`src/rtl/fspr_cfg.svh`:
```
`ifndef FSPR_CFG_SVH
`define FSPR_CFG_SVH
// ----------------------------------------
// Timing figures and clock rate
// ----------------------------------------
`define FSPR_CLK_MHZ          100
`define FSPR_RP_BUSY_US       10
`define FSPR_READY_BUSY_US    20
`define FSPR_RP_IDLE_NS       500
`define FSPR_READY_IDLE_NS    500
`define FSPR_RB_WRITE_NS      50
`define FSPR_WPP1_US          10
`define FSPR_WPP2_MS          12
`define FSPR_VLHT_US          4
`define FSPR_ACC_NS           120
// ----------------------------------------
// Derived cycle counts (least times round up)
// ----------------------------------------
`define FSPR_RP_BUSY_CYC      (`FSPR_RP_BUSY_US * `FSPR_CLK_MHZ)
`define FSPR_READY_BUSY_CYC   (`FSPR_READY_BUSY_US * `FSPR_CLK_MHZ)
`define FSPR_RP_IDLE_CYC      ((`FSPR_RP_IDLE_NS * `FSPR_CLK_MHZ + 999) / 1000)
`define FSPR_READY_IDLE_CYC   ((`FSPR_READY_IDLE_NS * `FSPR_CLK_MHZ + 999) / 1000)
`define FSPR_RB_WRITE_CYC     ((`FSPR_RB_WRITE_NS * `FSPR_CLK_MHZ + 999) / 1000)
`define FSPR_WPP1_CYC         (`FSPR_WPP1_US * `FSPR_CLK_MHZ)
`define FSPR_WPP2_CYC         (`FSPR_WPP2_MS * 1000 * `FSPR_CLK_MHZ)
`define FSPR_VLHT_CYC         (`FSPR_VLHT_US * `FSPR_CLK_MHZ)
`define FSPR_ACC_CYC          ((`FSPR_ACC_NS * `FSPR_CLK_MHZ + 999) / 1000)
// ----------------------------------------
// Command bytes of the identity query and of the reset command
// ----------------------------------------
`define FSPR_UNLOCK1_ADDR     12'h555
`define FSPR_UNLOCK2_ADDR     12'hAAA
`define FSPR_UNLOCK1_DATA     8'hAA
`define FSPR_UNLOCK2_DATA     8'h55
`define FSPR_IDQ_DATA         8'h90
`define FSPR_RESET_DATA       8'hF0
`endif

```
`src/rtl/fspr_pkg.sv`:
```
package fspr_pkg;
  // Operations the host can request
  typedef enum logic [2:0] {
    FSPR_OP_PROTECT,
    FSPR_OP_UNPROTECT,
    FSPR_OP_VERIFY,
    FSPR_OP_QUERY,
    FSPR_OP_RESET,
    FSPR_OP_TEMP_ON,
    FSPR_OP_TEMP_OFF
  } fspr_op_t;
endpackage

```
`src/rtl/fspr_timer.sv`:
```
`timescale 1ns/1ps
// Down counter that pulses done_o after load_val_i cycles
module fspr_timer #(
  parameter int W = 21
) (
  input  wire logic         clock_i,
  input  wire logic         resetn_i,
  input  wire logic         load_i,
  input  wire logic [W-1:0] load_val_i,
  output logic              done_o
);
  logic [W-1:0] count;
  logic         run;

  initial begin
    if (W < 4) $error("fspr_timer width too small");
  end

  // Count down, flag at terminal count
  always_ff @(posedge clock_i or negedge resetn_i) begin
    if (!resetn_i) begin
      count  <= '0;
      run    <= 1'b0;
      done_o <= 1'b0;
    end else if (load_i) begin
      count  <= load_val_i;
      run    <= 1'b1;
      done_o <= 1'b0;
    end else if (run) begin
      if (count <= W'(1)) begin
        run    <= 1'b0;
        done_o <= 1'b1;
      end else begin
        count <= count - W'(1);
      end
    end else begin
      done_o <= 1'b0;
    end
  end
endmodule

```
`src/rtl/fspr_host.sv`:
```
`timescale 1ns/1ps
`include "fspr_cfg.svh"
module fspr_host
  import fspr_pkg::*;
#(
  parameter int AW           = 18,
  parameter int RP_BUSY_CYC  = `FSPR_RP_BUSY_CYC,
  parameter int RDY_BUSY_CYC = `FSPR_READY_BUSY_CYC,
  parameter int WPP1_CYC     = `FSPR_WPP1_CYC,
  parameter int WPP2_CYC     = `FSPR_WPP2_CYC
) (
  input  wire logic          clock_i,
  input  wire logic          resetn_i,
  input  wire logic          req_i,
  input  wire fspr_op_t      op_i,
  input  wire logic [AW-1:0] sector_addr_i,
  input  wire logic          alg_busy_i,
  input  wire logic [7:0]    low_data_outputs_i,
  input  wire logic          ready_busy_line_i,
  output logic               busy_o,
  output logic               done_o,
  output logic [7:0]         rd_data_o,
  output logic               protected_o,
  output logic [AW-1:0]      addr_o,
  output logic [7:0]         wdata_o,
  output logic               wdata_oe_o,
  output logic               chip_sel_n_o,
  output logic               out_strobe_n_o,
  output logic               write_strobe_n_o,
  output logic               hw_reset_n_o,
  output logic               hv_addr_en_o,
  output logic               hv_oe_en_o,
  output logic               hv_reset_en_o
);
  localparam int PSEL = 6;
  localparam int IDPG = 1;
  localparam int HVA  = 9;
  localparam int TW   = 21;

  typedef enum logic [3:0] {
    FSPR_IDLE, FSPR_HV_SETUP, FSPR_WPULSE, FSPR_HV_DROP, FSPR_RD_WAIT,
    FSPR_CMD_SETUP, FSPR_CMD_LOW, FSPR_CMD_HIGH, FSPR_RST_LOW, FSPR_RST_WAIT, FSPR_RB_WAIT
  } fspr_state_t;

  fspr_state_t   state;
  fspr_op_t      op;
  logic [1:0]    cmd_idx;
  logic          tload;
  logic [TW-1:0] tval;
  logic          tdone;
  logic          rdy_q;

  initial begin
    if (AW <= HVA) $error("fspr_host address too narrow");
    if (WPP2_CYC >= (1 << TW)) $error("fspr_host timer too narrow");
  end

  // Command address and data of each cycle of the query or reset command
  function automatic logic [19:0] fspr_cmd(input logic [1:0] idx, input logic reset_cmd);
    case (idx)
      2'd0:    fspr_cmd = {`FSPR_UNLOCK1_ADDR, `FSPR_UNLOCK1_DATA};
      2'd1:    fspr_cmd = {`FSPR_UNLOCK2_ADDR, `FSPR_UNLOCK2_DATA};
      default: fspr_cmd = {`FSPR_UNLOCK1_ADDR, reset_cmd ? `FSPR_RESET_DATA : `FSPR_IDQ_DATA};
    endcase
  endfunction

  fspr_timer #(
    .W (TW)
  ) u_timer (
    .clock_i    (clock_i),
    .resetn_i   (resetn_i),
    .load_i     (tload),
    .load_val_i (tval),
    .done_o     (tdone)
  );

  // ----------------------------------------
  // Sequencer
  // ----------------------------------------
  always_ff @(posedge clock_i or negedge resetn_i) begin
    if (!resetn_i) begin
      state            <= FSPR_IDLE;
      op               <= FSPR_OP_VERIFY;
      cmd_idx          <= 2'd0;
      tload            <= 1'b0;
      tval             <= '0;
      busy_o           <= 1'b0;
      done_o           <= 1'b0;
      rd_data_o        <= 8'h00;
      protected_o      <= 1'b0;
      addr_o           <= '0;
      wdata_o          <= 8'h00;
      wdata_oe_o       <= 1'b0;
      chip_sel_n_o     <= 1'b1;
      out_strobe_n_o   <= 1'b1;
      write_strobe_n_o <= 1'b1;
      hw_reset_n_o     <= 1'b1;
      hv_addr_en_o     <= 1'b0;
      hv_oe_en_o       <= 1'b0;
      hv_reset_en_o    <= 1'b0;
    end else begin
      tload  <= 1'b0;
      done_o <= 1'b0;
      case (state)
        FSPR_IDLE: begin
          if (req_i) begin
            op     <= op_i;
            busy_o <= 1'b1;
            addr_o <= sector_addr_i;
            case (op_i)
              FSPR_OP_PROTECT, FSPR_OP_UNPROTECT: begin
                // Raise high voltage on address pin and output strobe
                hv_addr_en_o   <= 1'b1;
                hv_oe_en_o     <= 1'b1;
                chip_sel_n_o   <= 1'b0;
                addr_o[PSEL]   <= (op_i == FSPR_OP_UNPROTECT);
                tval           <= TW'(`FSPR_VLHT_CYC);
                tload          <= 1'b1;
                state          <= FSPR_HV_SETUP;
              end
              FSPR_OP_VERIFY: begin
                hv_addr_en_o   <= 1'b1;
                addr_o[IDPG]   <= 1'b1;
                chip_sel_n_o   <= 1'b0;
                tval           <= TW'(`FSPR_VLHT_CYC);
                tload          <= 1'b1;
                state          <= FSPR_RD_WAIT;
              end
              FSPR_OP_QUERY, FSPR_OP_RESET: begin
                cmd_idx <= 2'd0;
                state   <= FSPR_RB_WAIT;
              end
              FSPR_OP_TEMP_ON: begin
                hv_reset_en_o <= 1'b1;
                done_o        <= 1'b1;
                busy_o        <= 1'b0;
              end
              default: begin
                // Hardware reset, length chosen from algorithm state
                hv_reset_en_o <= 1'b0;
                hw_reset_n_o  <= 1'b0;
                tval  <= alg_busy_i ? TW'(RP_BUSY_CYC) : TW'(`FSPR_RP_IDLE_CYC);
                tload <= 1'b1;
                state <= FSPR_RST_LOW;
              end
            endcase
          end
        end
        FSPR_HV_SETUP: if (tdone) begin
          write_strobe_n_o <= 1'b0;
          tval  <= (op == FSPR_OP_UNPROTECT) ? TW'(WPP2_CYC) : TW'(WPP1_CYC);
          tload <= 1'b1;
          state <= FSPR_WPULSE;
        end
        FSPR_WPULSE: if (tdone) begin
          write_strobe_n_o <= 1'b1;
          tval  <= TW'(`FSPR_VLHT_CYC);
          tload <= 1'b1;
          state <= FSPR_HV_DROP;
        end
        FSPR_HV_DROP: if (tdone) begin
          // Leave high voltage modes in the same cycle as reporting
          hv_addr_en_o <= 1'b0;
          hv_oe_en_o   <= 1'b0;
          chip_sel_n_o <= 1'b1;
          done_o       <= 1'b1;
          busy_o       <= 1'b0;
          state        <= FSPR_IDLE;
        end
        FSPR_RD_WAIT: begin
          out_strobe_n_o <= 1'b0;
          if (tdone) begin
            // Sample protection result on the lsb
            rd_data_o      <= low_data_outputs_i;
            protected_o    <= low_data_outputs_i[0];
            out_strobe_n_o <= 1'b1;
            chip_sel_n_o   <= 1'b1;
            hv_addr_en_o   <= 1'b0;
            done_o         <= 1'b1;
            busy_o         <= 1'b0;
            state          <= FSPR_IDLE;
          end
        end
        FSPR_RB_WAIT: if (rdy_q && ready_busy_line_i) begin
          {addr_o[11:0], wdata_o} <= fspr_cmd(cmd_idx, op == FSPR_OP_RESET);
          chip_sel_n_o   <= 1'b0;
          out_strobe_n_o <= 1'b1;
          wdata_oe_o     <= 1'b1;
          tval  <= TW'(`FSPR_RB_WRITE_CYC);
          tload <= 1'b1;
          state <= FSPR_CMD_SETUP;
        end
        FSPR_CMD_SETUP: if (tdone) begin
          write_strobe_n_o <= 1'b0;
          tval  <= TW'(`FSPR_ACC_CYC);
          tload <= 1'b1;
          state <= FSPR_CMD_LOW;
        end
        FSPR_CMD_LOW: if (tdone) begin
          write_strobe_n_o <= 1'b1;
          tval  <= TW'(`FSPR_ACC_CYC);
          tload <= 1'b1;
          state <= FSPR_CMD_HIGH;
        end
        FSPR_CMD_HIGH: if (tdone) begin
          chip_sel_n_o <= 1'b1;
          wdata_oe_o   <= 1'b0;
          if (cmd_idx == 2'd2) begin
            if (op == FSPR_OP_RESET) begin
              done_o <= 1'b1;
              busy_o <= 1'b0;
              state  <= FSPR_IDLE;
            end else begin
              // Status read at id page high
              addr_o       <= sector_addr_i;
              addr_o[IDPG] <= 1'b1;
              chip_sel_n_o <= 1'b0;
              tval  <= TW'(`FSPR_ACC_CYC);
              tload <= 1'b1;
              state <= FSPR_RD_WAIT;
            end
          end else begin
            cmd_idx <= cmd_idx + 2'd1;
            state   <= FSPR_RB_WAIT;
          end
        end
        FSPR_RST_LOW: if (tdone) begin
          hw_reset_n_o <= 1'b1;
          tval  <= (RDY_BUSY_CYC > RP_BUSY_CYC && alg_busy_i) ?
                   TW'(RDY_BUSY_CYC - RP_BUSY_CYC) : TW'(`FSPR_READY_IDLE_CYC);
          tload <= 1'b1;
          state <= FSPR_RST_WAIT;
        end
        FSPR_RST_WAIT: if (tdone) begin
          done_o <= 1'b1;
          busy_o <= 1'b0;
          state  <= FSPR_IDLE;
        end
        default: state <= FSPR_IDLE;
      endcase
    end
  end

  // Ready seen for one cycle before the command write
  always_ff @(posedge clock_i or negedge resetn_i) begin
    if (!resetn_i) rdy_q <= 1'b0;
    else           rdy_q <= ready_busy_line_i;
  end
endmodule

```
`config.mk`:
```
export PLATFORM = sky130hd
export DESIGN_NAME = fspr_host
export DESIGN_NICKNAME = d
export VERILOG_FILES = /design/src/rtl/fspr_pkg.sv /design/src/rtl/fspr_timer.sv /design/src/rtl/fspr_host.sv
export VERILOG_INCLUDE_DIRS = /design/src /design/src/rtl
export SDC_FILE = /design/constraint.sdc
export NUM_CORES = 1
export LEC_CHECK = 0
export BUFFER_PORTS_ARGS = -buffer_cell sky130_fd_sc_hd__buf_2
export CAP_MARGIN = 20
export CORE_MARGIN = 4
export CORE_UTILIZATION = 57
export CTS_CLUSTER_SIZE = 12
export DETAILED_ROUTE_END_ITERATION = 10
export PLACE_DENSITY = 0.86
export SLEW_MARGIN = 40
export SYNTH_ARGS = -nofsm -noshare
export SYNTH_HDL_FRONTEND = slang
export SYNTH_SLANG_ARGS = --single-unit
```
`constraint.sdc`:
```
create_clock -name clock_i -period 2.9 [get_ports clock_i]
set_input_delay 0.58 -clock clock_i [delete_from_list [all_inputs] [get_ports clock_i]]
set_output_delay 0.58 -clock clock_i [all_outputs]
set_load 0.02 [all_outputs]
```
# --- After elaboration in Yosys (flattened, before gate mapping) ---
# Cells that the tools add are included.
word_totals:
  ff_bits: 100
  input_bits: 34
op_classes:
  n_addsub: 2
  magnitude_cmp: 1
  eq_ne: 45
  muxes: 93
  bitwise_logic: 1
  n_reduce_logical: 46
op_table:
  columns: ["cell", "count"]
  rows:
  - ["2-to-1 mux 21 bit", 13]
  - ["case mux 21 bit (7 select lines)", 1]
  - ["2-to-1 mux 18 bit", 4]
  - ["case mux 21 bit (2 select lines)", 1]
  - ["2-to-1 mux 4 bit", 10]
  - ["case mux 20 bit (2 select lines)", 1]
  - ["2-to-1 mux 1 bit", 39]
  - ["case mux 12 bit (3 select lines)", 1]
  - ["case mux 4 bit (9 select lines)", 1]
  - ["inequality test 2 x 1 -> 1 bit, second input constant", 14]
  - ["inequality test 2 bit, second input constant", 11]
  - ["<= comparator 21 x 1 -> 1 bit, second input constant", 1]
  - ["subtractor 21 x 1 -> 21 bit, second input constant", 1]
  - ["AND reduction 6 bit", 3]
  - ["equality test 4 x 3 -> 1 bit, second input constant", 4]
  - ["case mux 4 bit (4 select lines)", 1]
  - ["nonzero test 2 bit", 8]
  - ["case mux 1 bit (2 select lines)", 7]
  - ["equality test 4 bit, second input constant", 3]
  - ["2-to-1 mux 12 bit", 1]
  - ["case mux 6 bit (2 select lines)", 1]
  - ["AND reduction 4 bit", 3]
  - ["OR reduction 2 bit", 6]
  - ["AND reduction 11 bit", 1]
  - ["other kinds (31)", 52]

# --- Longest topological paths before layout ---
depth:
  word_depth: 5
  depth_mapped: 8
  ltp_nobuf: 8

# --- Hierarchy ---
# From an unflattened synthesis, not the netlist that was laid out.
unflattened:
  cells_unflattened: 483
  area_unflattened_um2: 4692.0
by_module_without_submodules:
  columns: ["module", "n_inst", "cells_each", "area_per_inst_um2", "seq_area_each_um2"]
  rows:
  - ["fspr_host", 1, 334, 3303.2, 1582.8]
  - ["fspr_timer", 1, 149, 1388.8, 575.6]

# --- Worst setup path before layout ---
# OpenSTA, ideal clock, no wires.
synth_path:
  kind: "flip-flop to flip-flop"
  start: "register u_timer.count[1]"
  end: "register u_timer.count[1]"
  setup_time_ps: 83
  arrival_ps: 2071
  required_time_ps: 2817
  path_slack_ps: 746
  stages_incl_launch_ff: 8
  n_path_buf: 0
  cell_sequence: "dfrtp_1 inv_1 ha_1 or3b_2 a211o_1 o21ai_2 mux2_2 o21ai_0"
synth_between:
  elab_chain_len: 4
  elab_cells_between_ends: 7
  classes_between: "add/sub (1); order compare (1); eq/ne (1); mux (3); reduce/logical (1)"
synth_rtl:
  columns: ["item", "line", "rtl"]
  rows:
  - ["start, declared", "fspr_timer.sv:12", "logic [W-1:0] count;"]
  - ["start signal, assigned", "fspr_timer.sv:26", "count <= load_val_i;"]
  - ["start signal, assigned", "fspr_timer.sv:34", "count <= count - W'(1);"]
  - ["subtractor 21 x 1 -> 21 bit", "fspr_timer.sv:34", null]
  - ["2-to-1 mux 21 bit", "fspr_timer.sv:30", "if (count <= W'(1)) begin"]
  - ["2-to-1 mux 21 bit", "fspr_timer.sv:29", "end else if (run) begin"]
  - ["2-to-1 mux 21 bit", "fspr_timer.sv:25", "end else if (load_i) begin"]
# Several ways; a longest one is shown, not always the timed one. The select of a mux whose other input is x is not followed.
# A chain may end at the register's enable or synchronous reset.

# --- Worst setup path in the final report ---
layout_path:
  start: "register state[0]"
  end: "register tval[6]"
layout_between:
  elab_chain_len: 4
  elab_cells_between_ends: 22
  classes_between: "eq/ne (17); mux (1); reduce/logical (4)"
layout_rtl:
  columns: ["item", "line", "rtl"]
  rows:
  - ["start, declared", "fspr_host.sv:45", "fspr_state_t state;"]
  - ["start signal, assigned", "fspr_host.sv:82", "state <= FSPR_IDLE;"]
  - ["start signal, assigned", "fspr_host.sv:119", "state <= FSPR_HV_SETUP;"]
  - ["start signal, assigned", "fspr_host.sv:127", "state <= FSPR_RD_WAIT;"]
  - ["equality test 4 x 3 -> 1 bit", "fspr_host.sv:104", "case (state)"]
  - ["OR reduction 2 bit (no source line)", null, null]
  - ["nonzero test 7 bit (no source line) or inequality test 2 x 1 -> 1 bit (tied branches)", null, null]
  - ["AND reduction 11 bit (no source line)", null, null]
  - ["end signal, assigned", "fspr_host.sv:117", "tval <= TW'(`FSPR_VLHT_CYC);"]
  - ["end signal, assigned", "fspr_host.sv:125", "tval <= TW'(`FSPR_VLHT_CYC);"]
  - ["end signal, assigned", "fspr_host.sv:142", "tval <= alg_busy_i ? TW'(RP_BUSY_CYC) : TW'(`FSPR_RP_IDLE_CYC);"]
  - ["end, declared", "fspr_host.sv:49", "logic [TW-1:0] tval;"]
# Several ways; a longest one is shown, not always the timed one.

==> run_results.csv <==
group,metric,value,unit
min_path,min-delay-path-class,"in2async",
logic_synthesis,syn_nets,525,
logic_synthesis,synth_simple_gate_area_share,18.7,%
route,route.detailed.drc,0,
route,num_vias,4080,
global_route,grt_pass1_wl,19100,um
timing,finalSetupViolCount,0,
worst_setup_path,cp_slowest_stage_delay,0.76,ns
logic_synthesis,ys_types,75,
timing,max_freq,382,MHz
logic_synthesis,synth_compound_area_share,18.3,%
logic_synthesis,syn-mean-instance-area,9.66,um2
layout,fin_cells,667,
logic_synthesis,synthesis.area,4680,um2
timing,tightest_slew,0.806,ns
timing,slew_viol_final,0,
run,cap_violations,0,
global_route,grt_antenna_before_repair,0,
worst_setup_path,path_cells,"nor2_1 -> o21ai_0 -> a311oi_2 -> clkinv_1 -> nor2_1 -> a41oi_1",
route,dr.first_iter.drc_count,482,
worst_setup_path,end_kind,"register",
logic_synthesis,synth-main-ff-cell,"dfrtp_1",
worst_setup_path,crit_path_top_delay_cell,"a311oi_2",
worst_setup_path,required,3.13,ns
placement,routabilityCongestion,1.05,
logic_synthesis,synth_cells,485,
layout,final_cell_mix,"dfrtp_1 (80), buf_2 (77), nand2_1 (48), nor2_1 (43), a21oi_1 (41)",
clocking,post_cts_resized,0,
logic_synthesis,synth_warnings,0,
power_and_ir_drop,power.leakage,2.35,nW
floorplanning,num_rows,32,
clocking,cts_num_sinks,86,
clocking,clockBufferDepth,2,
clocking,cts.clk_slew.worst_paths,0.09,ns
layout,fillers,630,
power_and_ir_drop,power.density,1090,nW/um2
floorplanning,dieArea,9730,um2
logic_synthesis,synth_mux_area_share,7.77,%
logic_synthesis,synthArstFlopShare,100,%
clocking,post-cts-setup-buffers,0,
logic_synthesis,synthAdderAreaFrac,1.60,%
timing,whs,0.184,ns
placement,dp.cells,651,
worst_setup_path,crit_arrival,2.85,ns
route,vias_per_cell,6.12,
logic_synthesis,seq_area_frac_synth,46.1,%
floorplanning,core,7850,um2
route,drtAntennaViolNets,0,
route,routed_wirelength,11300,um
layout,final_common_cell,"dfrtp_1",
global_route,gr-total-overflow,0,
clocking,insertion_delay,0.36,ns
status,outcome,"finished clean",
worst_setup_path,critPathLaunchType,"register",
placement,portBuffers,78,
timing,finalCriticalPeriod,2.62,ns
timing,slew_headroom,46.3,%
clocking,cts_buffers,9,
global_route,grt_max_degree,47,
timing,fin_skew,0.0152,ns
floorplanning,die_h,98.7,um
global_route,first_global_vias,3958,
worst_setup_path,cp_common_cell,"nor2_1",
placement,hpwl,8260,um
layout,nets,600,
logic_synthesis,ys_ff_latch,86,
worst_setup_path,worstPathMaxFanout,11,
power_and_ir_drop,ir_drop,0.563,mV
clocking,htree_levels,3,
layout,area_growth,14.8,%
global_route,grtUsageTotal,24.0,%
clocking,cts_tree,"yes",
floorplanning,die_x,98.7,um
floorplanning,top_level_ports,79,
layout,final_layout_size_suffix_gt1_share,28.3,%
clocking,cts_hold_buf,0,
floorplanning,start_util,59.7,%
layout,diodes,0,
timing,finalHoldViolCount,0,
logic_synthesis,synth_top_family_by_area,"simple AND/OR/NAND/NOR gates",
route,avgRoutedWirePerCell,17.0,um
logic_synthesis,synth_edf_count,0,
timing,timing.final.crit_share,90.4,%
logic_synthesis,synth-xor-area-share,3.37,%
route,firstDrtPassIters,5,
clocking,cts_root_buffer,"clkbuf_8",
timing,rsz0062_at_grt,"no",
timing,fin_tns_setup,0,ns
worst_setup_path,crit_type,"reg2reg",
==> cells in the mapped netlist, types with 7 or more instances <==
| cell type | number | area [um2] |
|---|---|---|
| buf_2 | 7 | 35.0 |
| o21ai_0 | 32 | 160 |
| dfrtp_1 | 81 | 2030 |
| nor2_1 | 43 | 161 |
| nand3_1 | 9 | 45.0 |
| nand2_1 | 48 | 180 |
| xnor2_1 | 13 | 114 |
| inv_1 | 13 | 48.8 |
| clkbuf_1 | 18 | 67.6 |
| a211oi_1 | 7 | 52.6 |
| mux2_2 | 27 | 304 |
| a21oi_1 | 41 | 205 |
| nor3_1 | 8 | 40.0 |
==> critical path, delay by kind of cell (launching register included) <==
kind / cells / cell delay, ns
buffers and inverters: 1 / 0.45
AO/OA/AOI/OAI: 3 / 1.00
AND/OR/NAND/NOR: 2 / 0.54
flip-flops: 1 / 0.50
==> per-layer routing <==
layer  part of all wire (%)  global-route usage (%)
met1                     44                    33.8
met3                    7.6                    4.10
met2                     46                    36.9
met5                      0                       0
met4                    2.1                    9.87
==> report_power, final <==
part	internal, mW	switching [mW]
clock network	0.316	0.447
logic	1.18	1.74
registers	1.71	0.494
==> cell families (layout without fill, tap and decap cells) <==
kind of cell / count (synthesis) / count (layout)
flip-flops: 86 / 86
AND/OR/NAND/NOR: 168 / 168
adder cells (fa/ha/maj): 6 / 6
AO/OA/AOI/OAI: 130 / 130
buffers and inverters: 44 / 124
multiplexers: 33 / 33
XOR/XNOR: 18 / 18
==> cell type report <==
type                            instances  area, um2  area share, %
Clock buffer                           10        128           2.37
Clock inverter                          6       45.0          0.838
Inverter                               14       52.6          0.977
Multi-Input combinational cell        355       2340           43.5
Sequential cell                        86       2160           40.2
Tap cell                              102        128           2.37
Timing Repair Buffer                   94        526           9.77
==> worst paths after layout <==
| check | cells after the start | slack (ns) | startpoint | endpoint |
|---|---|---|---|---|
| max | 6 | 0.28 | state[0] | tval[6] |
| min | 1 | 0.18 | resetn_i | u_timer.count[20] |
| max reg2reg | 6 | 0.28 | state[0] | tval[6] |
| min reg2reg | 2 | 0.48 | wdata_o[7] | wdata_o[7] |
| max in group asynchronous | 2 | 2.00 | resetn_i | chip_sel_n_o |
| min in group clock_i | 1 | 0.34 | ready_busy_line_i | rdy_q |
==> sequential cells by signal, summed over array words and instances (netlist names), 2 cells and up <==
| register | count |
|---|---|
| cmd_idx | 2 |
| op | 3 |
| wdata_o | 6 |
| rd_data_o | 8 |
| tval | 10 |
| addr_o | 18 |
| u_timer.count | 21 |
| state | 4 |
==> per-stage QoR <==
stage               setup WS, ns  utilization [%]  power (mW)  area [um2]
floorplan                  0.746                -        4.24        4680
global placement          0.0112             66.2        4.97        5200
detailed placement         0.304             66.3        5.09        5200
CTS                        0.374             68.5        5.87        5380
global route               0.144             68.5        6.31        5380
finish                     0.280             68.5        5.88        5380
(Power assumes the default switching activity.)
